$ cat config.mk
export PLATFORM = sky130hd
export DESIGN_NAME = mpgio_top
export DESIGN_NICKNAME = d
export VERILOG_FILES = /design/src/common/mpgio_pkg.sv /design/src/hdl/mpgio_top.sv
export SDC_FILE = /design/constraint.sdc
export NUM_CORES = 1
export LEC_CHECK = 0
export BUFFER_PORTS_ARGS = -buffer_cell sky130_fd_sc_hd__buf_2
export CAP_MARGIN = 20
export CORE_MARGIN = 4
export CORE_UTILIZATION = 59
export CTS_CLUSTER_DIAMETER = 120
export DETAILED_ROUTE_END_ITERATION = 10
export PLACE_DENSITY = 0.86
export SLEW_MARGIN = 20
export SYNTH_ARGS = -nofsm -noshare
export SYNTH_HDL_FRONTEND = slang
export SYNTH_SLANG_ARGS = --single-unit
$ cat constraint.sdc
create_clock -name CLK -period 5.48 [get_ports CLK]
set_input_delay 1.644 -clock CLK [delete_from_list [all_inputs] [get_ports CLK]]
set_output_delay 1.644 -clock CLK [all_outputs]
set_load 0.03 [all_outputs]
$ cat src/common/mpgio_pkg.sv
// Constants, register map and state layout of the multi-port GPIO block.
// ==========================================================================
package mpgio_pkg;

  // ========================================================================
  // Register indices; the byte address is four times the index.
  localparam logic [9:0] IDX_A_DATA   = 10'h005;
  localparam logic [9:0] IDX_B_DATA   = 10'h006;
  localparam logic [9:0] IDX_B_DATA_M = 10'h106;
  localparam logic [9:0] IDX_C_DATA   = 10'h007;
  localparam logic [9:0] IDX_D_DATA   = 10'h008;
  localparam logic [9:0] IDX_INTCTL   = 10'h00B;
  localparam logic [9:0] IDX_INTCTL_M = 10'h08B;
  localparam logic [9:0] IDX_OPTION   = 10'h081;
  localparam logic [9:0] IDX_OPTION_M = 10'h181;
  localparam logic [9:0] IDX_A_DIR    = 10'h085;
  localparam logic [9:0] IDX_B_DIR    = 10'h086;
  localparam logic [9:0] IDX_B_DIR_M  = 10'h186;
  localparam logic [9:0] IDX_C_DIR    = 10'h087;
  localparam logic [9:0] IDX_D_DIR    = 10'h088;
  localparam logic [9:0] IDX_E_DIR    = 10'h089;
  localparam logic [9:0] IDX_ANACFG   = 10'h09F;

  // ========================================================================
  // Field positions.
  localparam int OPT_PU_DIS_N  = 7;
  localparam int OPT_EDGE_SEL  = 6;
  localparam int ICTL_CHG_FLAG = 0;
  localparam int ICTL_EXT_FLAG = 1;
  localparam int E_PSP_SEL     = 4;
  localparam int A_TMR_PIN     = 4;

  // ========================================================================
  // Reset values and masks.
  localparam logic [7:0] OPTION_RST  = 8'hFF;
  localparam logic [5:0] A_DIR_RST   = 6'h3F;
  localparam logic [7:0] B_DIR_RST   = 8'hFF;
  localparam logic [7:0] C_DIR_RST   = 8'hFF;
  localparam logic [7:0] D_DIR_RST   = 8'hFF;
  localparam logic [7:0] E_DIR_RST   = 8'h07;
  localparam logic [7:0] E_DIR_MASK  = 8'h17;
  localparam logic [5:0] A_ANA_MASK  = 6'h2F;
  localparam logic [1:0] ANA_DIGITAL = 2'h3;
  localparam logic [1:0] RESP_OKAY   = 2'h0;
  localparam logic [1:0] RESP_SLVERR = 2'h2;

  // ========================================================================
  // State carriers.
  typedef struct packed {
    logic [5:0] a_lat;
    logic [5:0] a_dir;
    logic [7:0] b_lat;
    logic [7:0] b_dir;
    logic [7:0] c_lat;
    logic [7:0] c_dir;
    logic [7:0] d_lat;
    logic [7:0] d_dir;
    logic [7:0] e_dir;
    logic [7:0] opt;
    logic [3:0] anacfg;
    logic [3:0] b_snap;
    logic       chg_flag;
    logic       ext_flag;
  } mpgio_regs_s;

  typedef struct packed {
    logic [29:0] s1;
    logic [29:0] s2;
    logic [29:0] s3;
    logic [29:0] stbl;
    logic        b0_prev;
  } mpgio_sync_s;

  typedef struct packed {
    logic        aw_got;
    logic        w_got;
    logic [11:0] aw_addr;
    logic [7:0]  wdata;
    logic        wstrb0;
    logic        bvalid;
    logic [1:0]  bresp;
    logic        rvalid;
    logic [7:0]  rdata;
    logic [1:0]  rresp;
  } mpgio_axi_s;

  typedef struct packed {
    mpgio_regs_s regs;
    mpgio_sync_s sync;
    mpgio_axi_s  axi;
  } mpgio_state_s;

endpackage : mpgio_pkg

$ cat src/hdl/mpgio_top.sv
// Multi-port GPIO block with keypad change detection, AXI4-Lite registers.
`timescale 1ns/1ps
module mpgio_top (
  input  wire logic        CLK,            // Core clock, 200 MHz.
  input  wire logic        RST_N,          // Asynchronous reset, active low.
  input  wire logic        CE,             // Clock enable; low freezes all state.
  input  wire logic [11:0] AWADDR,         // Write address.
  input  wire logic        AWVALID,        // Write address valid.
  output logic             AWREADY,        // Write address ready.
  input  wire logic [31:0] WDATA,          // Write data.
  input  wire logic [3:0]  WSTRB,          // Write strobes.
  input  wire logic        WVALID,         // Write data valid.
  output logic             WREADY,         // Write data ready.
  output logic [1:0]       BRESP,          // Write response.
  output logic             BVALID,         // Write response valid.
  input  wire logic        BREADY,         // Write response ready.
  input  wire logic [11:0] ARADDR,         // Read address.
  input  wire logic        ARVALID,        // Read address valid.
  output logic             ARREADY,        // Read address ready.
  output logic [31:0]      RDATA,          // Read data.
  output logic [1:0]       RRESP,          // Read response.
  output logic             RVALID,         // Read data valid.
  input  wire logic        RREADY,         // Read data ready.
  input  wire logic [5:0]  PA_IN,          // Six-bit port pin levels.
  output logic [5:0]       PA_OUT,         // Six-bit port drive values.
  output logic [5:0]       PA_OE,          // Six-bit port drive enables.
  input  wire logic [7:0]  PB_IN,          // Keypad port pin levels.
  output logic [7:0]       PB_OUT,         // Keypad port drive values.
  output logic [7:0]       PB_OE,          // Keypad port drive enables.
  output logic [7:0]       PB_PULLUP,      // Keypad weak pull-up enables.
  input  wire logic [7:0]  PC_IN,          // Peripheral port pin levels.
  output logic [7:0]       PC_OUT,         // Peripheral port drive values.
  output logic [7:0]       PC_OE,          // Peripheral port drive enables.
  input  wire logic [7:0]  PD_IN,          // Fourth port pin levels.
  output logic [7:0]       PD_OUT,         // Fourth port drive values.
  output logic [7:0]       PD_OE,          // Fourth port drive enables.
  input  wire logic [7:0]  PERIPH_SEL,     // Peripheral owns pin.
  input  wire logic [7:0]  PERIPH_OUT,     // Peripheral output data.
  input  wire logic [7:0]  PERIPH_OE,      // Peripheral output enable.
  input  wire logic [7:0]  PERIPH_DIR_OVR, // Peripheral overrides direction.
  input  wire logic [7:0]  PERIPH_DIR_VAL, // Override value, one is input.
  input  wire logic        SLEEP,          // Core is asleep.
  output logic             WAKE,           // Wake request from change flag.
  output logic             EXT_INT_EVT,    // Selected edge seen on pin zero.
  output logic             TIMER_ZERO_EXT_CLOCK, // Timer clock from pin.
  output logic [4:0]       ANALOG_SEL,     // Analog function on pins.
  output logic             ANALOG_VREF_SEL, // Pin three as reference.
  input  wire logic        LOW_VOLTAGE_PROGRAMMING, // Programming pins on.
  output logic             PROGRAM_ENABLE_PIN, // Programming enable level.
  output logic             PROGRAM_CLOCK_PIN,  // Programming clock level.
  output logic             PROGRAM_DATA_PIN,   // Programming data level.
  output logic             PARALLEL_SLAVE_SELECT // Fourth port slave mode.
);

  // ========================================================================
  // State.
  mpgio_pkg::mpgio_state_s st_ff;
  mpgio_pkg::mpgio_state_s nxt_st;

  logic [29:0] diff;
  logic [5:0]  pa;
  logic [7:0]  pb;
  logic [7:0]  pc;
  logic [7:0]  pd;
  logic        ana_digital;
  logic [7:0]  c_eff_dir;
  logic [3:0]  mism;
  logic        edge_hit;
  logic        aw_take;
  logic        w_take;
  logic        wr_fire;
  logic        ar_take;
  logic [11:0] wr_addr;
  logic [7:0]  wr_byte;
  logic        wr_lane;
  logic [9:0]  widx;
  logic [9:0]  ridx;
  logic [7:0]  rd_val;
  logic        rd_ok;
  logic        wr_ok;
  logic        b_touch;

  assign pa = st_ff.sync.stbl[5:0];
  assign pb = st_ff.sync.stbl[13:6];
  assign pc = st_ff.sync.stbl[21:14];
  assign pd = st_ff.sync.stbl[29:22];
  assign ana_digital = (st_ff.regs.anacfg[2:1] == mpgio_pkg::ANA_DIGITAL);

  // ========================================================================
  // Bus handshakes; ready drops while CE is low so nothing is taken.
  assign AWREADY = CE & ~st_ff.axi.aw_got & ~st_ff.axi.bvalid;
  assign WREADY  = CE & ~st_ff.axi.w_got & ~st_ff.axi.bvalid;
  assign ARREADY = CE & ~st_ff.axi.rvalid;
  assign aw_take = AWVALID & AWREADY;
  assign w_take  = WVALID & WREADY;
  assign ar_take = ARVALID & ARREADY;
  assign wr_fire = (st_ff.axi.aw_got | aw_take) & (st_ff.axi.w_got | w_take);
  assign wr_addr = st_ff.axi.aw_got ? st_ff.axi.aw_addr : AWADDR;
  assign wr_byte = st_ff.axi.w_got ? st_ff.axi.wdata : WDATA[7:0];
  assign wr_lane = st_ff.axi.w_got ? st_ff.axi.wstrb0 : WSTRB[0];
  assign widx    = wr_addr[11:2];
  assign ridx    = ARADDR[11:2];

  assign BVALID = st_ff.axi.bvalid;
  assign BRESP  = st_ff.axi.bresp;
  assign RVALID = st_ff.axi.rvalid;
  assign RRESP  = st_ff.axi.rresp;
  assign RDATA  = {24'h000000, st_ff.axi.rdata};

  // ========================================================================
  // Read decode; data registers show the synchronised pin levels, except port A analog pins, which read zero.
  always_comb begin
    rd_val = 8'h00;
    rd_ok  = 1'b1;
    unique case (ridx)
      mpgio_pkg::IDX_A_DATA: begin
        rd_val = {2'h0, pa & ~(ana_digital ? 6'h00 : mpgio_pkg::A_ANA_MASK)};
      end
      mpgio_pkg::IDX_B_DATA, mpgio_pkg::IDX_B_DATA_M: begin
        rd_val = pb;
      end
      mpgio_pkg::IDX_C_DATA: begin
        rd_val = pc;
      end
      mpgio_pkg::IDX_D_DATA: begin
        rd_val = pd;
      end
      mpgio_pkg::IDX_INTCTL, mpgio_pkg::IDX_INTCTL_M: begin
        rd_val = {6'h00, st_ff.regs.ext_flag, st_ff.regs.chg_flag};
      end
      mpgio_pkg::IDX_OPTION, mpgio_pkg::IDX_OPTION_M: begin
        rd_val = st_ff.regs.opt;
      end
      mpgio_pkg::IDX_A_DIR: begin
        rd_val = {2'h0, st_ff.regs.a_dir};
      end
      mpgio_pkg::IDX_B_DIR, mpgio_pkg::IDX_B_DIR_M: begin
        rd_val = st_ff.regs.b_dir;
      end
      mpgio_pkg::IDX_C_DIR: begin
        rd_val = st_ff.regs.c_dir;
      end
      mpgio_pkg::IDX_D_DIR: begin
        rd_val = st_ff.regs.d_dir;
      end
      mpgio_pkg::IDX_E_DIR: begin
        rd_val = st_ff.regs.e_dir;
      end
      mpgio_pkg::IDX_ANACFG: begin
        rd_val = {4'h0, st_ff.regs.anacfg};
      end
      default: begin
        rd_ok = 1'b0;
      end
    endcase
  end

  // ========================================================================
  // Next state.
  always_comb begin
    nxt_st = st_ff;
    wr_ok  = 1'b1;

    nxt_st.sync.s1 = {PD_IN, PC_IN, PB_IN, PA_IN};
    nxt_st.sync.s2 = st_ff.sync.s1;
    nxt_st.sync.s3 = st_ff.sync.s2;
    diff = st_ff.sync.s2 ^ st_ff.sync.s3;
    nxt_st.sync.stbl = (st_ff.sync.s3 & ~diff) | (st_ff.sync.stbl & diff);
    nxt_st.sync.b0_prev = pb[0];

    edge_hit = st_ff.regs.opt[mpgio_pkg::OPT_EDGE_SEL] ?
               (pb[0] & ~st_ff.sync.b0_prev) : (~pb[0] & st_ff.sync.b0_prev);

    mism = (pb[7:4] ^ st_ff.regs.b_snap) & st_ff.regs.b_dir[7:4];

    // Write channel capture when only one half has arrived.
    if (aw_take & ~wr_fire) begin
      nxt_st.axi.aw_got  = 1'b1;
      nxt_st.axi.aw_addr = AWADDR;
    end
    if (w_take & ~wr_fire) begin
      nxt_st.axi.w_got  = 1'b1;
      nxt_st.axi.wdata  = WDATA[7:0];
      nxt_st.axi.wstrb0 = WSTRB[0];
    end

    b_touch = 1'b0;
    if (wr_fire) begin
      nxt_st.axi.aw_got = 1'b0;
      nxt_st.axi.w_got  = 1'b0;
      nxt_st.axi.bvalid = 1'b1;
      unique case (widx)
        mpgio_pkg::IDX_A_DATA: begin
          if (wr_lane) nxt_st.regs.a_lat = wr_byte[5:0];
        end
        mpgio_pkg::IDX_B_DATA, mpgio_pkg::IDX_B_DATA_M: begin
          if (wr_lane) nxt_st.regs.b_lat = wr_byte;
          b_touch = 1'b1;
        end
        mpgio_pkg::IDX_C_DATA: begin
          if (wr_lane) nxt_st.regs.c_lat = wr_byte;
        end
        mpgio_pkg::IDX_D_DATA: begin
          if (wr_lane) nxt_st.regs.d_lat = wr_byte;
        end
        mpgio_pkg::IDX_INTCTL, mpgio_pkg::IDX_INTCTL_M: begin
          if (wr_lane) begin
            nxt_st.regs.chg_flag = wr_byte[mpgio_pkg::ICTL_CHG_FLAG];
            nxt_st.regs.ext_flag = wr_byte[mpgio_pkg::ICTL_EXT_FLAG];
          end
        end
        mpgio_pkg::IDX_OPTION, mpgio_pkg::IDX_OPTION_M: begin
          if (wr_lane) nxt_st.regs.opt = wr_byte;
        end
        mpgio_pkg::IDX_A_DIR: begin
          if (wr_lane) nxt_st.regs.a_dir = wr_byte[5:0];
        end
        mpgio_pkg::IDX_B_DIR, mpgio_pkg::IDX_B_DIR_M: begin
          if (wr_lane) nxt_st.regs.b_dir = wr_byte;
        end
        mpgio_pkg::IDX_C_DIR: begin
          if (wr_lane) nxt_st.regs.c_dir = wr_byte;
        end
        mpgio_pkg::IDX_D_DIR: begin
          if (wr_lane) nxt_st.regs.d_dir = wr_byte;
        end
        mpgio_pkg::IDX_E_DIR: begin
          if (wr_lane) nxt_st.regs.e_dir = wr_byte & mpgio_pkg::E_DIR_MASK;
        end
        mpgio_pkg::IDX_ANACFG: begin
          if (wr_lane) nxt_st.regs.anacfg = wr_byte[3:0];
        end
        default: begin
          wr_ok = 1'b0;
        end
      endcase
      nxt_st.axi.bresp = wr_ok ? mpgio_pkg::RESP_OKAY : mpgio_pkg::RESP_SLVERR;
    end else if (st_ff.axi.bvalid & BREADY & CE) begin
      nxt_st.axi.bvalid = 1'b0;
    end

    if (ar_take) begin
      nxt_st.axi.rvalid = 1'b1;
      nxt_st.axi.rdata  = rd_val;
      nxt_st.axi.rresp  = rd_ok ? mpgio_pkg::RESP_OKAY : mpgio_pkg::RESP_SLVERR;
      if ((ridx == mpgio_pkg::IDX_B_DATA) || (ridx == mpgio_pkg::IDX_B_DATA_M)) begin
        b_touch = 1'b1;
      end
    end else if (st_ff.axi.rvalid & RREADY & CE) begin
      nxt_st.axi.rvalid = 1'b0;
    end

    // The snapshot takes the same pin values that the read returns.
    if (b_touch) begin
      nxt_st.regs.b_snap = pb[7:4];
    end

    // A hardware set lands after a software clear, so the set wins.
    // flag set while mismatch
    if (|mism) begin
      nxt_st.regs.chg_flag = 1'b1;
    end
    if (edge_hit) begin
      nxt_st.regs.ext_flag = 1'b1;
    end
  end

  // ========================================================================
  // State register; CE low holds every bit.
  always_ff @(posedge CLK or negedge RST_N) begin
    if (!RST_N) begin
      st_ff <= '0;
      st_ff.regs.opt   <= mpgio_pkg::OPTION_RST;
      st_ff.regs.b_dir <= mpgio_pkg::B_DIR_RST;
      st_ff.regs.a_dir <= mpgio_pkg::A_DIR_RST;
      st_ff.regs.c_dir <= mpgio_pkg::C_DIR_RST;
      st_ff.regs.d_dir <= mpgio_pkg::D_DIR_RST;
      st_ff.regs.e_dir <= mpgio_pkg::E_DIR_RST;
    end else if (CE) begin
      st_ff <= nxt_st;
    end
  end

  // ========================================================================
  // Six-bit port pins.
  always_comb begin
    PA_OUT = st_ff.regs.a_lat;
    PA_OE  = ~st_ff.regs.a_dir;
    PA_OUT[mpgio_pkg::A_TMR_PIN] = 1'b0;
    PA_OE[mpgio_pkg::A_TMR_PIN]  = ~st_ff.regs.a_dir[mpgio_pkg::A_TMR_PIN] &
                                   ~st_ff.regs.a_lat[mpgio_pkg::A_TMR_PIN];
  end

  assign TIMER_ZERO_EXT_CLOCK = pa[mpgio_pkg::A_TMR_PIN];
  assign ANALOG_SEL      = ana_digital ? 5'h00 : 5'h1F;
  assign ANALOG_VREF_SEL = ~ana_digital & st_ff.regs.anacfg[0];

  // ========================================================================
  // Keypad port pins; programming mode takes pins three, six and seven.
  always_comb begin
    PB_OUT = st_ff.regs.b_lat;
    PB_OE  = ~st_ff.regs.b_dir;
    if (LOW_VOLTAGE_PROGRAMMING) begin
      PB_OE[3] = 1'b0;
      PB_OE[6] = 1'b0;
      PB_OE[7] = 1'b0;
    end
    PB_PULLUP = {8{~st_ff.regs.opt[mpgio_pkg::OPT_PU_DIS_N]}} & ~PB_OE;
  end

  assign PROGRAM_ENABLE_PIN = LOW_VOLTAGE_PROGRAMMING & pb[3];
  assign PROGRAM_CLOCK_PIN  = LOW_VOLTAGE_PROGRAMMING & pb[6];
  assign PROGRAM_DATA_PIN   = LOW_VOLTAGE_PROGRAMMING & pb[7];
  assign WAKE        = SLEEP & st_ff.regs.chg_flag;
  assign EXT_INT_EVT = edge_hit;

  // ========================================================================
  // Peripheral port pins.
  // peripheral overrides direction
  assign c_eff_dir = (PERIPH_DIR_OVR & PERIPH_DIR_VAL) |
                     (~PERIPH_DIR_OVR & st_ff.regs.c_dir);
  // select gates peripheral data and enable
  assign PC_OUT = (PERIPH_SEL & PERIPH_OUT) | (~PERIPH_SEL & st_ff.regs.c_lat);
  assign PC_OE  = (PERIPH_SEL & PERIPH_OE) | (~PERIPH_SEL & ~c_eff_dir);

  // ========================================================================
  // Fourth port; the slave handshake lives elsewhere, so drivers stay off in slave mode.
  // slave select from fifth direction
  assign PARALLEL_SLAVE_SELECT = st_ff.regs.e_dir[mpgio_pkg::E_PSP_SEL];
  assign PD_OUT = st_ff.regs.d_lat;
  assign PD_OE  = PARALLEL_SLAVE_SELECT ? 8'h00 : ~st_ff.regs.d_dir;

endmodule : mpgio_top

### Yosys cells after proc, flatten, opt, wreduce, memory -nomap -nowiden

Index checks and enable logic that the tools add are counted.
W data, S select, Z words.

* equal/unequal tests: 33
* bitwise operators: 62
* mux-type cells: 31
* reduce and logical (&&, ||, !) cells: 44

Operators by type and width (count)
* $eq A10 B8 Y1 const B: 16
* $pmux W8 S12: 1
* $and A30 B30 Y30: 2
* $eq A10 B3 Y1 const B: 6
* $eq A10 B9 Y1 const B: 6
* $and A8 B8 Y8: 7
* $reduce_and A4 Y1: 13
* $not A8 Y8: 6
* $eq A10 B4 Y1 const B: 4
* $reduce_or A16 Y1: 2
* $not A30 Y30: 1
* $or A30 B30 Y30: 1
* $xor A30 B30 Y30: 1
* $or A8 B8 Y8: 3
* $and A1 B1 Y1: 23
* $reduce_bool A2 Y1: 10
* $mux W1: 18
* $reduce_and A2 Y1: 9
* $mux W8: 2
* $reduce_or A2 Y1: 8
* $mux W2: 7
* $mux W12: 1
* $not A6 Y6: 2
* $not A1 Y1: 11
* 9 further kinds: 10

* bits of input ports: 140
* output and inout port bits: 122
* logic and storage cells: 199
* flip-flop bits (word level): 240

### Longest topological paths before layout

Gate-level depths: netlist (run 1).

* depth in word-level cells: 10
* mapped depth: 7
* gate-level depth less buffers: 5

### Worst setup path after synthesis (run 1)

OpenSTA, ideal clock, no wires.

* path type: input port to output port
* start: in CE
* end: out ARREADY
* slack: 0.598 ns
* cell stages on the path: 5
* arrival time: 3.238 ns
* data required time: 3.836 ns
* path through: clkbuf_1 -> clkbuf_1 -> clkbuf_1 -> clkbuf_1 -> nor2b_1

* longest elaborated chain between the ends: 1

Ends and longest elaborated chain
* start: declaration: line mpgio_top.sv:6 `input wire logic CE,`
* $and A1 B1 Y1: line mpgio_top.sv:93 `assign ARREADY = CE & ~st_ff.axi.rvalid;`
* end: declaration: line mpgio_top.sv:19 `output logic ARREADY,`

Every way passes these cells.

### Worst setup path after layout (run 1)

* start: in PERIPH_DIR_OVR[1]
* end: out PC_OE[1]

* longest elaborated chain between the ends: 6

Ends and longest elaborated chain
* start: declaration: line mpgio_top.sv:40 `input wire logic [7:0] PERIPH_DIR_OVR,`
* $not A8 Y8: line mpgio_top.sv:321 `(~PERIPH_DIR_OVR & st_ff.regs.c_dir);`
* $and A8 B8 Y8: line mpgio_top.sv:321
* $or A8 B8 Y8 *: line mpgio_top.sv:320 `assign c_eff_dir = (PERIPH_DIR_OVR & PERIPH_DIR_VAL) |`
* $not A8 Y8 *: line mpgio_top.sv:324 `assign PC_OE = (PERIPH_SEL & PERIPH_OE) | (~PERIPH_SEL & ~c_eff_dir);`
* $and A8 B8 Y8 *: line mpgio_top.sv:324
* $or A8 B8 Y8 *: line mpgio_top.sv:324
* end: declaration: line mpgio_top.sv:33 `output logic [7:0] PC_OE,`

Mark *: on every way between the ends. The rest lies on a longest branch, timed or not.

==> impl_metrics.yaml, run 1 <==
floorplanning:
  core_region_area_um2: 18960
  initial_core_util_pct: 60.75
  row_count: 50
  die_area_um2: 21820
  die_height_um: 147.7
  io_pins: 262
  die_x_um: 147.7
setup_path:
  crit_family: "buffers and inverters"
  cp_num_cells: 4
  path_class: "in2out"
  regToRegStartpoint: "st_ff[36]"
  worstPathArrival_ps: 2450
  critPathRequiredTime_ps: 3840
  reg2reg_depth: 5
  crit_end: "PC_OE[1]"
  crit_path_top_delay_cell: "mux2_2"
  cp_num_buf_inv: 2
  rrSetupSlack_ps: 2360
  cp_slowest_stage_delay_ps: 310
  endpoint_kind: "primary output"
  crit_chain: "buf_2, mux2_2, o21ai_0, buf_2"
  crit_top_cell: "buf_2"
  cp_max_fo: 1
  r2r-end: "st_ff[158]"
  critPathLaunchType: "primary input"
  critPathLaunch: "PERIPH_DIR_OVR[1]"
global_route:
  grt_pass1_vias: 8215
  grt_first_pass_wirelength_um: 44640
  top_usage_layer: "met2"
  gr-total-overflow: 0
  grt_use_met1_pct: 34.96
  antenna_found_initial: 0
  grt_usage_pct: 25.69
  use_met3_pct: 4.261
  grt_max_degree: 136
  met2_usage_pct: 43.01
synth:
  synthTopCellsByArea: "dfrtp_1, mux2_2, dfstp_2"
  yosys.area.top_type: "dfrtp_1"
  ys_ff_latch: 236
  yosysMostFrequentCell: "mux2_2"
  synth_ff_type: "dfrtp_1"
  avgSynthCellArea_um2: 11.68
  yosysWarningCount: 0
  yosysSeqAreaShare_pct: 51.73
  yosysUniqueCellTypes: 63
  synth_edf_count: 0
  synth.top_cells.by_count: "mux2_2, dfrtp_1, a21oi_1, nor2_1, buf_4"
  synth_area_um2: 11510
  synthArstFlopShare_pct: 100.0
  yosysTopAreaCellShare_pct: 42.38
  postSynthCellCount: 986
clock_network:
  cts_hold_buf: 0
  clock_latency_ps: 510
  cts.sinks: 236
  post-cts-setup-buffers: 0
  h-tree-depth: 1
  post_cts_resize_count: 0
  clk_path_buf_depth: 3
  clk_pin_slew_ps: 60
  cts_tree: "done"
  clock-root-buffer: "clkbuf_16"
  cts_inserted_buffers: 24
timing:
  period_share_pct: 74.74
  hold_viol: 0
  worst_pin_slew_ps: 1038
  max_freq_mhz: 244.1
  max_slew_margin_pct: 30.16
  tns_ps: 0
  setup_viol: 0
  finalCriticalPeriod_ps: 4096
  drv_slew: 0
  fin_skew_ps: 11.23
  rsz0062_at_grt: "no"
layout:
  area_growth_pct: 15.81
  drive_above_1_share_pct: 45.14
  n_antenna_cell: 0
  n_fill_cell: 1337
  final_nets: 1285
flow_run:
  drv_cap: 0
pwr:
  total_power_mw: 5.131
  powerDensity_nw_per_um2: 384.8
  ir_drop_v: 0.0002737
  p_leak_nw: 6.127
place:
  dp_hpwl_um: 20490
  io_buffers: 203
  gp_congestion: 0.9071
min_path:
  hp-class: "reg2reg"
drt:
  routedWlPerCell_um: 20.15
  drt-total-wl_um: 28670
  drc: 0
  vias: 8278
  viasPerCell: 5.817
  final_antenna_net_count: 0
  drtIter0Drc: 562
  firstDrtPassIters: 5
run_status:
  status: "completed"
[how the worst min path moves through the flow]
| stage | end | slack, ps | startpoint | depth (start not counted) |
|---|---|---|---|---|
| finish | RRESP[1] | 470 | RRESP[1] | 1 |
| global route | st_ff[16] | 510 | st_ff[16] | 1 |
| CTS | BRESP[1] | 480 | BRESP[1] | 2 |
| detailed placement | BRESP[1] | 460 | BRESP[1] | 2 |
| global placement | BRESP[1] | 460 | BRESP[1] | 2 |
| floorplan | BRESP[1] | 440 | BRESP[1] | 2 |
[worst register-to-register path, cell delays in order, from the launching register on]
cell and delay (ps):
dfrtp_1 1000, nor3b_1 530, o22ai_1 350, nor4_1 830, a211oi_1 150, a21oi_1 180
[per-stage QoR]
step | setup WS, ps | hold slack, ps | cell area [um2] | instances | util (%)
global route | 1334 | 512.1 | 13340 | 1423 | 70.35
finish | 1384 | 473.5 | 13340 | 1423 | 70.35
floorplan | 598.1 | 444.5 | 11610 | 1012 | -
CTS | 1397 | 476.4 | 13310 | 1422 | 70.20
global placement | 1243 | 456.6 | 12400 | 1378 | 65.41
detailed placement | 1215 | 460.7 | 12400 | 1378 | 65.41
[power breakdown]
group,total (mW),switching (mW),internal [mW]
sequential,2.31,0.288,2.03
combinational,0.998,0.571,0.427
clock,1.82,0.671,1.15
[kinds of logic after synthesis]
logic type / after synthesis / synth area share, %
AOI/OAI and AO/OA: 151 / 8.095
xor gates and xnor gates: 4 / 0.3042
buffers and inverters: 119 / 5.976
DFF: 236 / 51.73
muxes: 234 / 22.74
other: 1 / 0.03257
and+or+nand+nor: 241 / 11.12
[placed cells by master, fill, tap and decap left out, types with 10 or more instances in the layout]
cell / netlist / routed
a21oi_1: 78 / 78
and2_1: 10 / 10
buf_2: 7 / 201
clkbuf_16: 0 / 27
conb_1: 1 / 27
dfrtp_1: 195 / 195
dfstp_2: 41 / 41
inv_1: 15 / 15
mux2_2: 221 / 221
mux2i_1: 13 / 13
nand2_1: 39 / 39
nand2b_1: 32 / 32
nand3_1: 16 / 16
nor2_1: 72 / 72
nor2b_1: 13 / 13
o21ai_0: 19 / 19
[layer usage]
metal,part of all wire (%),wire (um),up-vias
met1,41,11820,4137
met5,0,0,-
met2,49,14040,330
li1,-,-,3754
met3,7.1,2022,57
met4,2.7,778,0
[cell type report]
class / count / area [um2] / area share (%)
flip-flops and latches: 236 / 5957 / 44.67
multi-input cells: 657 / 4967 / 37.25
repair buffers: 211 / 1121 / 8.407
clock buffers: 35 / 755.7 / 5.667
well taps: 260 / 325.3 / 2.439
clock inverters: 9 / 152.6 / 1.145
inverters: 15 / 56.30 / 0.4222
Note: power is estimated with default switching activity, not from simulation.
==> run 2, diff against run 1 <==
--- a/config.mk
+++ b/config.mk
@@ -8,10 +8,10 @@
 export BUFFER_PORTS_ARGS = -buffer_cell sky130_fd_sc_hd__buf_2
 export CAP_MARGIN = 20
 export CORE_MARGIN = 4
-export CORE_UTILIZATION = 59
+export CORE_UTILIZATION = 49
 export CTS_CLUSTER_DIAMETER = 120
 export DETAILED_ROUTE_END_ITERATION = 10
-export PLACE_DENSITY = 0.86
+export PLACE_DENSITY = 0.76
 export SLEW_MARGIN = 20
 export SYNTH_ARGS = -nofsm -noshare
 export SYNTH_HDL_FRONTEND = slang
==> constraint.sdc (replaced) <==
create_clock -name CLK -period 3.5 [get_ports CLK]
set_input_delay 1.05 -clock CLK [delete_from_list [all_inputs] [get_ports CLK]]
set_output_delay 1.05 -clock CLK [all_outputs]
set_load 0.03 [all_outputs]
==> impl_metrics.yaml, run 2 (synthesis results as in run 1) <==
layout:
  drive_above_1_share_pct: 45.75
  final_cell_mix: "mux2_2, buf_2, dfrtp_1, a21oi_1, nor2_1"
  seq_area_um2: 5957
  multiInputGateArea_um2: 4975
  n_fill_cell: 1912
  fin_util_pct: 59.01
  n_antenna_cell: 0
  mostFrequentLayoutCell: "mux2_2"
  area_growth_pct: 17.09
  final_nets: 1297
setup_path:
  endpoint_kind: "primary output"
  critPathLaunchType: "flip-flop"
  cp_slowest_stage_delay_ps: 870
  crit_path_top_delay_cell: "dfrtp_1"
  r2r-end: "PB_OUT[1]"
  regToRegStartpoint: "st_ff[36]"
  path_class: "reg2out"
  rrSetupSlack_ps: 680
  crit_end: "AWREADY"
  crit_chain: "buf_4, nor2_1, buf_2"
  cp_max_fo: 27
  critPathRequiredTime_ps: 2450
  critPathLaunch: "st_ff[36]"
  worstPathArrival_ps: 1900
  reg2reg_depth: 5
pwr:
  p_leak_nw: 6.178
  total_power_mw: 8.057
  powerDensity_nw_per_um2: 597.6
  ir_drop_v: 0.0003363
clock_network:
  post-cts-setup-buffers: 0
  cts_inserted_buffers: 25
  clk_path_buf_depth: 3
  clock_latency_ps: 520
  h-tree-depth: 1
  cts_tree: "done"
  clk_pin_slew_ps: 60
  cts.sinks: 236
  cts_hold_buf: 0
  post_cts_resize_count: 0
  clock-root-buffer: "clkbuf_16"
drt:
  top_layer_used: "met4"
  drc: 0
  firstDrtPassIters: 5
  vias: 8204
  drtIter0Drc: 639
  final_antenna_net_count: 0
  wl_met2_um: 13540
  drt-total-wl_um: 28770
  viasPerCell: 5.510
  met3_length_um: 1945
  routedWlPerCell_um: 19.32
  wl_met1_um: 12490
timing:
  max_slew_margin_pct: 46.00
  finalCriticalPeriod_ps: 2950
  hold_viol: 0
  period_share_pct: 84.30
  hold_ws_ps: 493.1
  tns_ps: 0
  max_freq_mhz: 338.9
  worst_pin_slew_ps: 810.0
  fin_skew_ps: 10.40
  drv_slew: 0
  setup_viol: 0
  rsz0062_at_grt: "no"
place:
  io_buffers: 203
  gp_congestion: 0.9191
  dp_hpwl_um: 21080
global_route:
  grt_first_pass_wirelength_um: 45290
  grt_pass1_vias: 8052
  gr-total-overflow: 0
  grt_max_degree: 113
  antenna_found_initial: 0
  grt_usage_pct: 21.81
floorplanning:
  core_region_area_um2: 22850
  die_x_um: 161.3
  row_count: 55
  io_pins: 262
  die_area_um2: 26020
  initial_core_util_pct: 50.40
  die_height_um: 161.3
run_status:
  status: "completed"
min_path:
  hp-class: "reg2reg"
flow_run:
  drv_cap: 0
run 2: cell types whose count changed in the layout (fill, tap and decap cells not counted), sizes merged:
cell / delta
clkbuf: -3
clkinv: +2
buf: +11
inv: +1
bufinv: +1
clkinvlp: +1
run 2: final cells by class:
| cell class | instances | area share, % |
|---|---|---|
| sequential | 236 | 44.18 |
| multi-input combinational | 657 | 36.90 |
| timing repair buffer | 222 | 8.992 |
| clock buffer | 32 | 5.058 |
| tap | 313 | 2.905 |
| clock inverter | 14 | 1.550 |
| inverter | 15 | 0.4176 |
run 2: how the worst min path moves through the flow:
stage	startpoint	endpoint	slack (ps)	cells after the start
floorplan	BRESP[1]	BRESP[1]	440	2
global placement	RRESP[1]	RRESP[1]	470	1
detailed placement	RRESP[1]	RRESP[1]	480	1
CTS	RRESP[1]	RRESP[1]	490	1
global route	nxt_st[122]	nxt_st[122]	510	1
finish	RRESP[1]	RRESP[1]	490	1
run 2: where the power goes:
group / leakage, nW / switching [mW] / internal [mW] / total [mW]
Clock: 0.438 / 1.09 / 1.75 / 2.84
Sequential: 2.85 / 0.432 / 3.17 / 3.60
Combinational: 2.89 / 0.925 / 0.685 / 1.61
Total: 6.18 / 2.45 / 5.61 / 8.06
run 2: through the flow:
stage | worst slack (ps) | instance area, um2 | cells
detailed placement | 393.8 | 12590 | 1443
CTS | 575.7 | 13480 | 1489
floorplan | 12.23 | 11620 | 1012
finish | 549.5 | 13480 | 1489
global route | 450.8 | 13480 | 1489
global placement | 407.6 | 12590 | 1443
run 2: critical path: cells and delay by family, from the launching register on:
kind	cells	cell delay, ps
flops	1	870
buf+inv	2	460
simple gates	1	50
run 2: metal layers:
layer	GRT usage [%]	vias to the layer above
met2	35.59	278
met5	0	-
met4	5.894	0
met1	30.60	4085
li1	-	3789
met3	3.521	52
==> run 3, diff against run 2 <==
==> constraint.sdc (replaced) <==
create_clock -name CLK -period 2.4 [get_ports CLK]
set_input_delay 0.72 -clock CLK [delete_from_list [all_inputs] [get_ports CLK]]
set_output_delay 0.72 -clock CLK [all_outputs]
set_load 0.03 [all_outputs]
==> impl_metrics.yaml, run 3 (synthesis results as in run 1) <==
run_status:
  status: "completed"
setup_path:
  critPathLaunchType: "flip-flop"
  rrSetupSlack_ps: 110
  worstPathArrival_ps: 2700
  reg2reg_depth: 6
  r2r-end: "PARALLEL_SLAVE_SELECT"
  regToRegStartpoint: "st_ff[36]"
  path_class: "reg2reg"
  cp_max_fo: 7
  endpoint_kind: "flip-flop"
  critPathRequiredTime_ps: 2810
timing:
  drv_slew: 0
  period_share_pct: 95.61
  worst_pin_slew_ps: 606.8
  fin_skew_ps: 15.65
  rsz0062_at_grt: "no"
  max_slew_margin_pct: 59.17
  setup_viol: 0
  max_freq_mhz: 435.8
  finalCriticalPeriod_ps: 2295
  hold_viol: 0
global_route:
  grt_usage_pct: 22.68
  grt_max_degree: 103
  gr-total-overflow: 0
  grt_first_pass_wirelength_um: 46980
  grt_pass1_vias: 8358
  antenna_found_initial: 2
clock_network:
  cts_inserted_buffers: 25
  cts.sinks: 236
  clk_pin_slew_ps: 60
  h-tree-depth: 1
  clock-root-buffer: "clkbuf_16"
  clock_latency_ps: 530
  cts_tree: "done"
  clk_path_buf_depth: 3
drt:
  vias: 8374
  top_layer_used: "met4"
  routedWlPerCell_um: 19.23
  viasPerCell: 5.389
  drt-total-wl_um: 29890
  met3_length_um: 1660
  wl_met2_um: 14180
  drtIter0Drc: 568
  wl_met1_um: 13410
  firstDrtPassIters: 5
  final_antenna_net_count: 0
  drc: 0
min_path:
  hp-class: "in2async"
place:
  dp_hpwl_um: 22240
  gp_congestion: 0.9284
  postPlaceCellArea_um2: 13130
  io_buffers: 203
floorplanning:
  io_pins: 262
  row_count: 55
  die_x_um: 161.3
  initial_core_util_pct: 50.40
  core_region_area_um2: 22850
  die_height_um: 161.3
  die_area_um2: 26020
layout:
  design_area_um2: 14010
  drive_above_1_share_pct: 48.55
  final_cell_mix: "mux2_2, buf_2, dfrtp_1, a21oi_1, buf_4"
  area_growth_pct: 21.68
  final_nets: 1362
  mostFrequentLayoutCell: "mux2_2"
pwr:
  total_power_mw: 11.86
  p_leak_nw: 6.496
  powerDensity_nw_per_um2: 846.3
  ir_drop_v: 0.0005708
flow_run:
  drv_cap: 0
run 3: changes by cell type in the layout (fill, tap and decap cells not counted), sizes merged:
cell	previous run	this run
clkinv	6	4
diode	0	1
buf	222	287
bufinv	5	4
clkbuf	32	34
run 3: power by group:
group | switching, mW | internal, mW | total (mW)
clock network | 1.60 | 2.47 | 4.07
registers | 0.587 | 4.63 | 5.21
logic | 1.44 | 1.14 | 2.57
total | 3.63 | 8.23 | 11.9
run 3: how the worst max path moves through the flow:
stage / start / to / slack [ps] / cells past startpoint
global route: st_ff[36] / PD_OUT[2] / 4 / 5
detailed placement: AWADDR[6] / PARALLEL_SLAVE_SELECT / -210 / 7
global placement: AWADDR[6] / PARALLEL_SLAVE_SELECT / -160 / 7
CTS: st_ff[174] / EXT_INT_EVT / 10 / 3
floorplan: CE / ARREADY / -0.4 / 5
finish: st_ff[36] / PARALLEL_SLAVE_SELECT / 110 / 6
run 3: what timing repair did:
action,in CTS,in global routing
setup buffers,0,0
hold buffers,0,0
setup endpoints to repair,0,7
endpoints found under the hold margin,0,0
resized for setup,0,6
run 3: cell type report:
| cell class | instances | area (um2) |
|---|---|---|
| fill | 1884 | 8836 |
| sequential | 236 | 5958 |
| multi-input combinational | 657 | 4977 |
| timing repair buffer | 287 | 1753 |
| clock buffer | 34 | 689.4 |
| tap | 313 | 391.6 |
| clock inverter | 11 | 182.7 |
| inverter | 15 | 56.30 |
| antenna | 1 | 2.502 |
run 3: stage by stage:
stage	util, %	worst slack, ps	TNS, ps	hold slack, ps	instances
3_3_place_gp	57.47	-164.0	-7804	470.2	1508
3_5_place_dp	57.47	-209.8	-8618	481.2	1508
2_1_floorplan	-	-0.3664	-0.3664	424.4	1012
6_report	61.33	105.4	0	133.5	1554
5_1_grt	61.33	4.269	0	170.6	1554
4_1_cts	61.29	9.529	0	152.9	1553
run 3: layer usage:
layer / up-vias / track usage [%]
met1: 4170 / 31.95
met2: 241 / 37.18
li1: 3919 / -
met5: - / 0
met4: 0 / 5.351
met3: 44 / 3.751
run 3: worst max-delay path, stage by stage (launching register included):
cell	delay [ps]
dfrtp_1	460
or3b_2	550
and2_1	220
nor4_4	270
buf_4	180
nand3_1	180
mux2_2	320
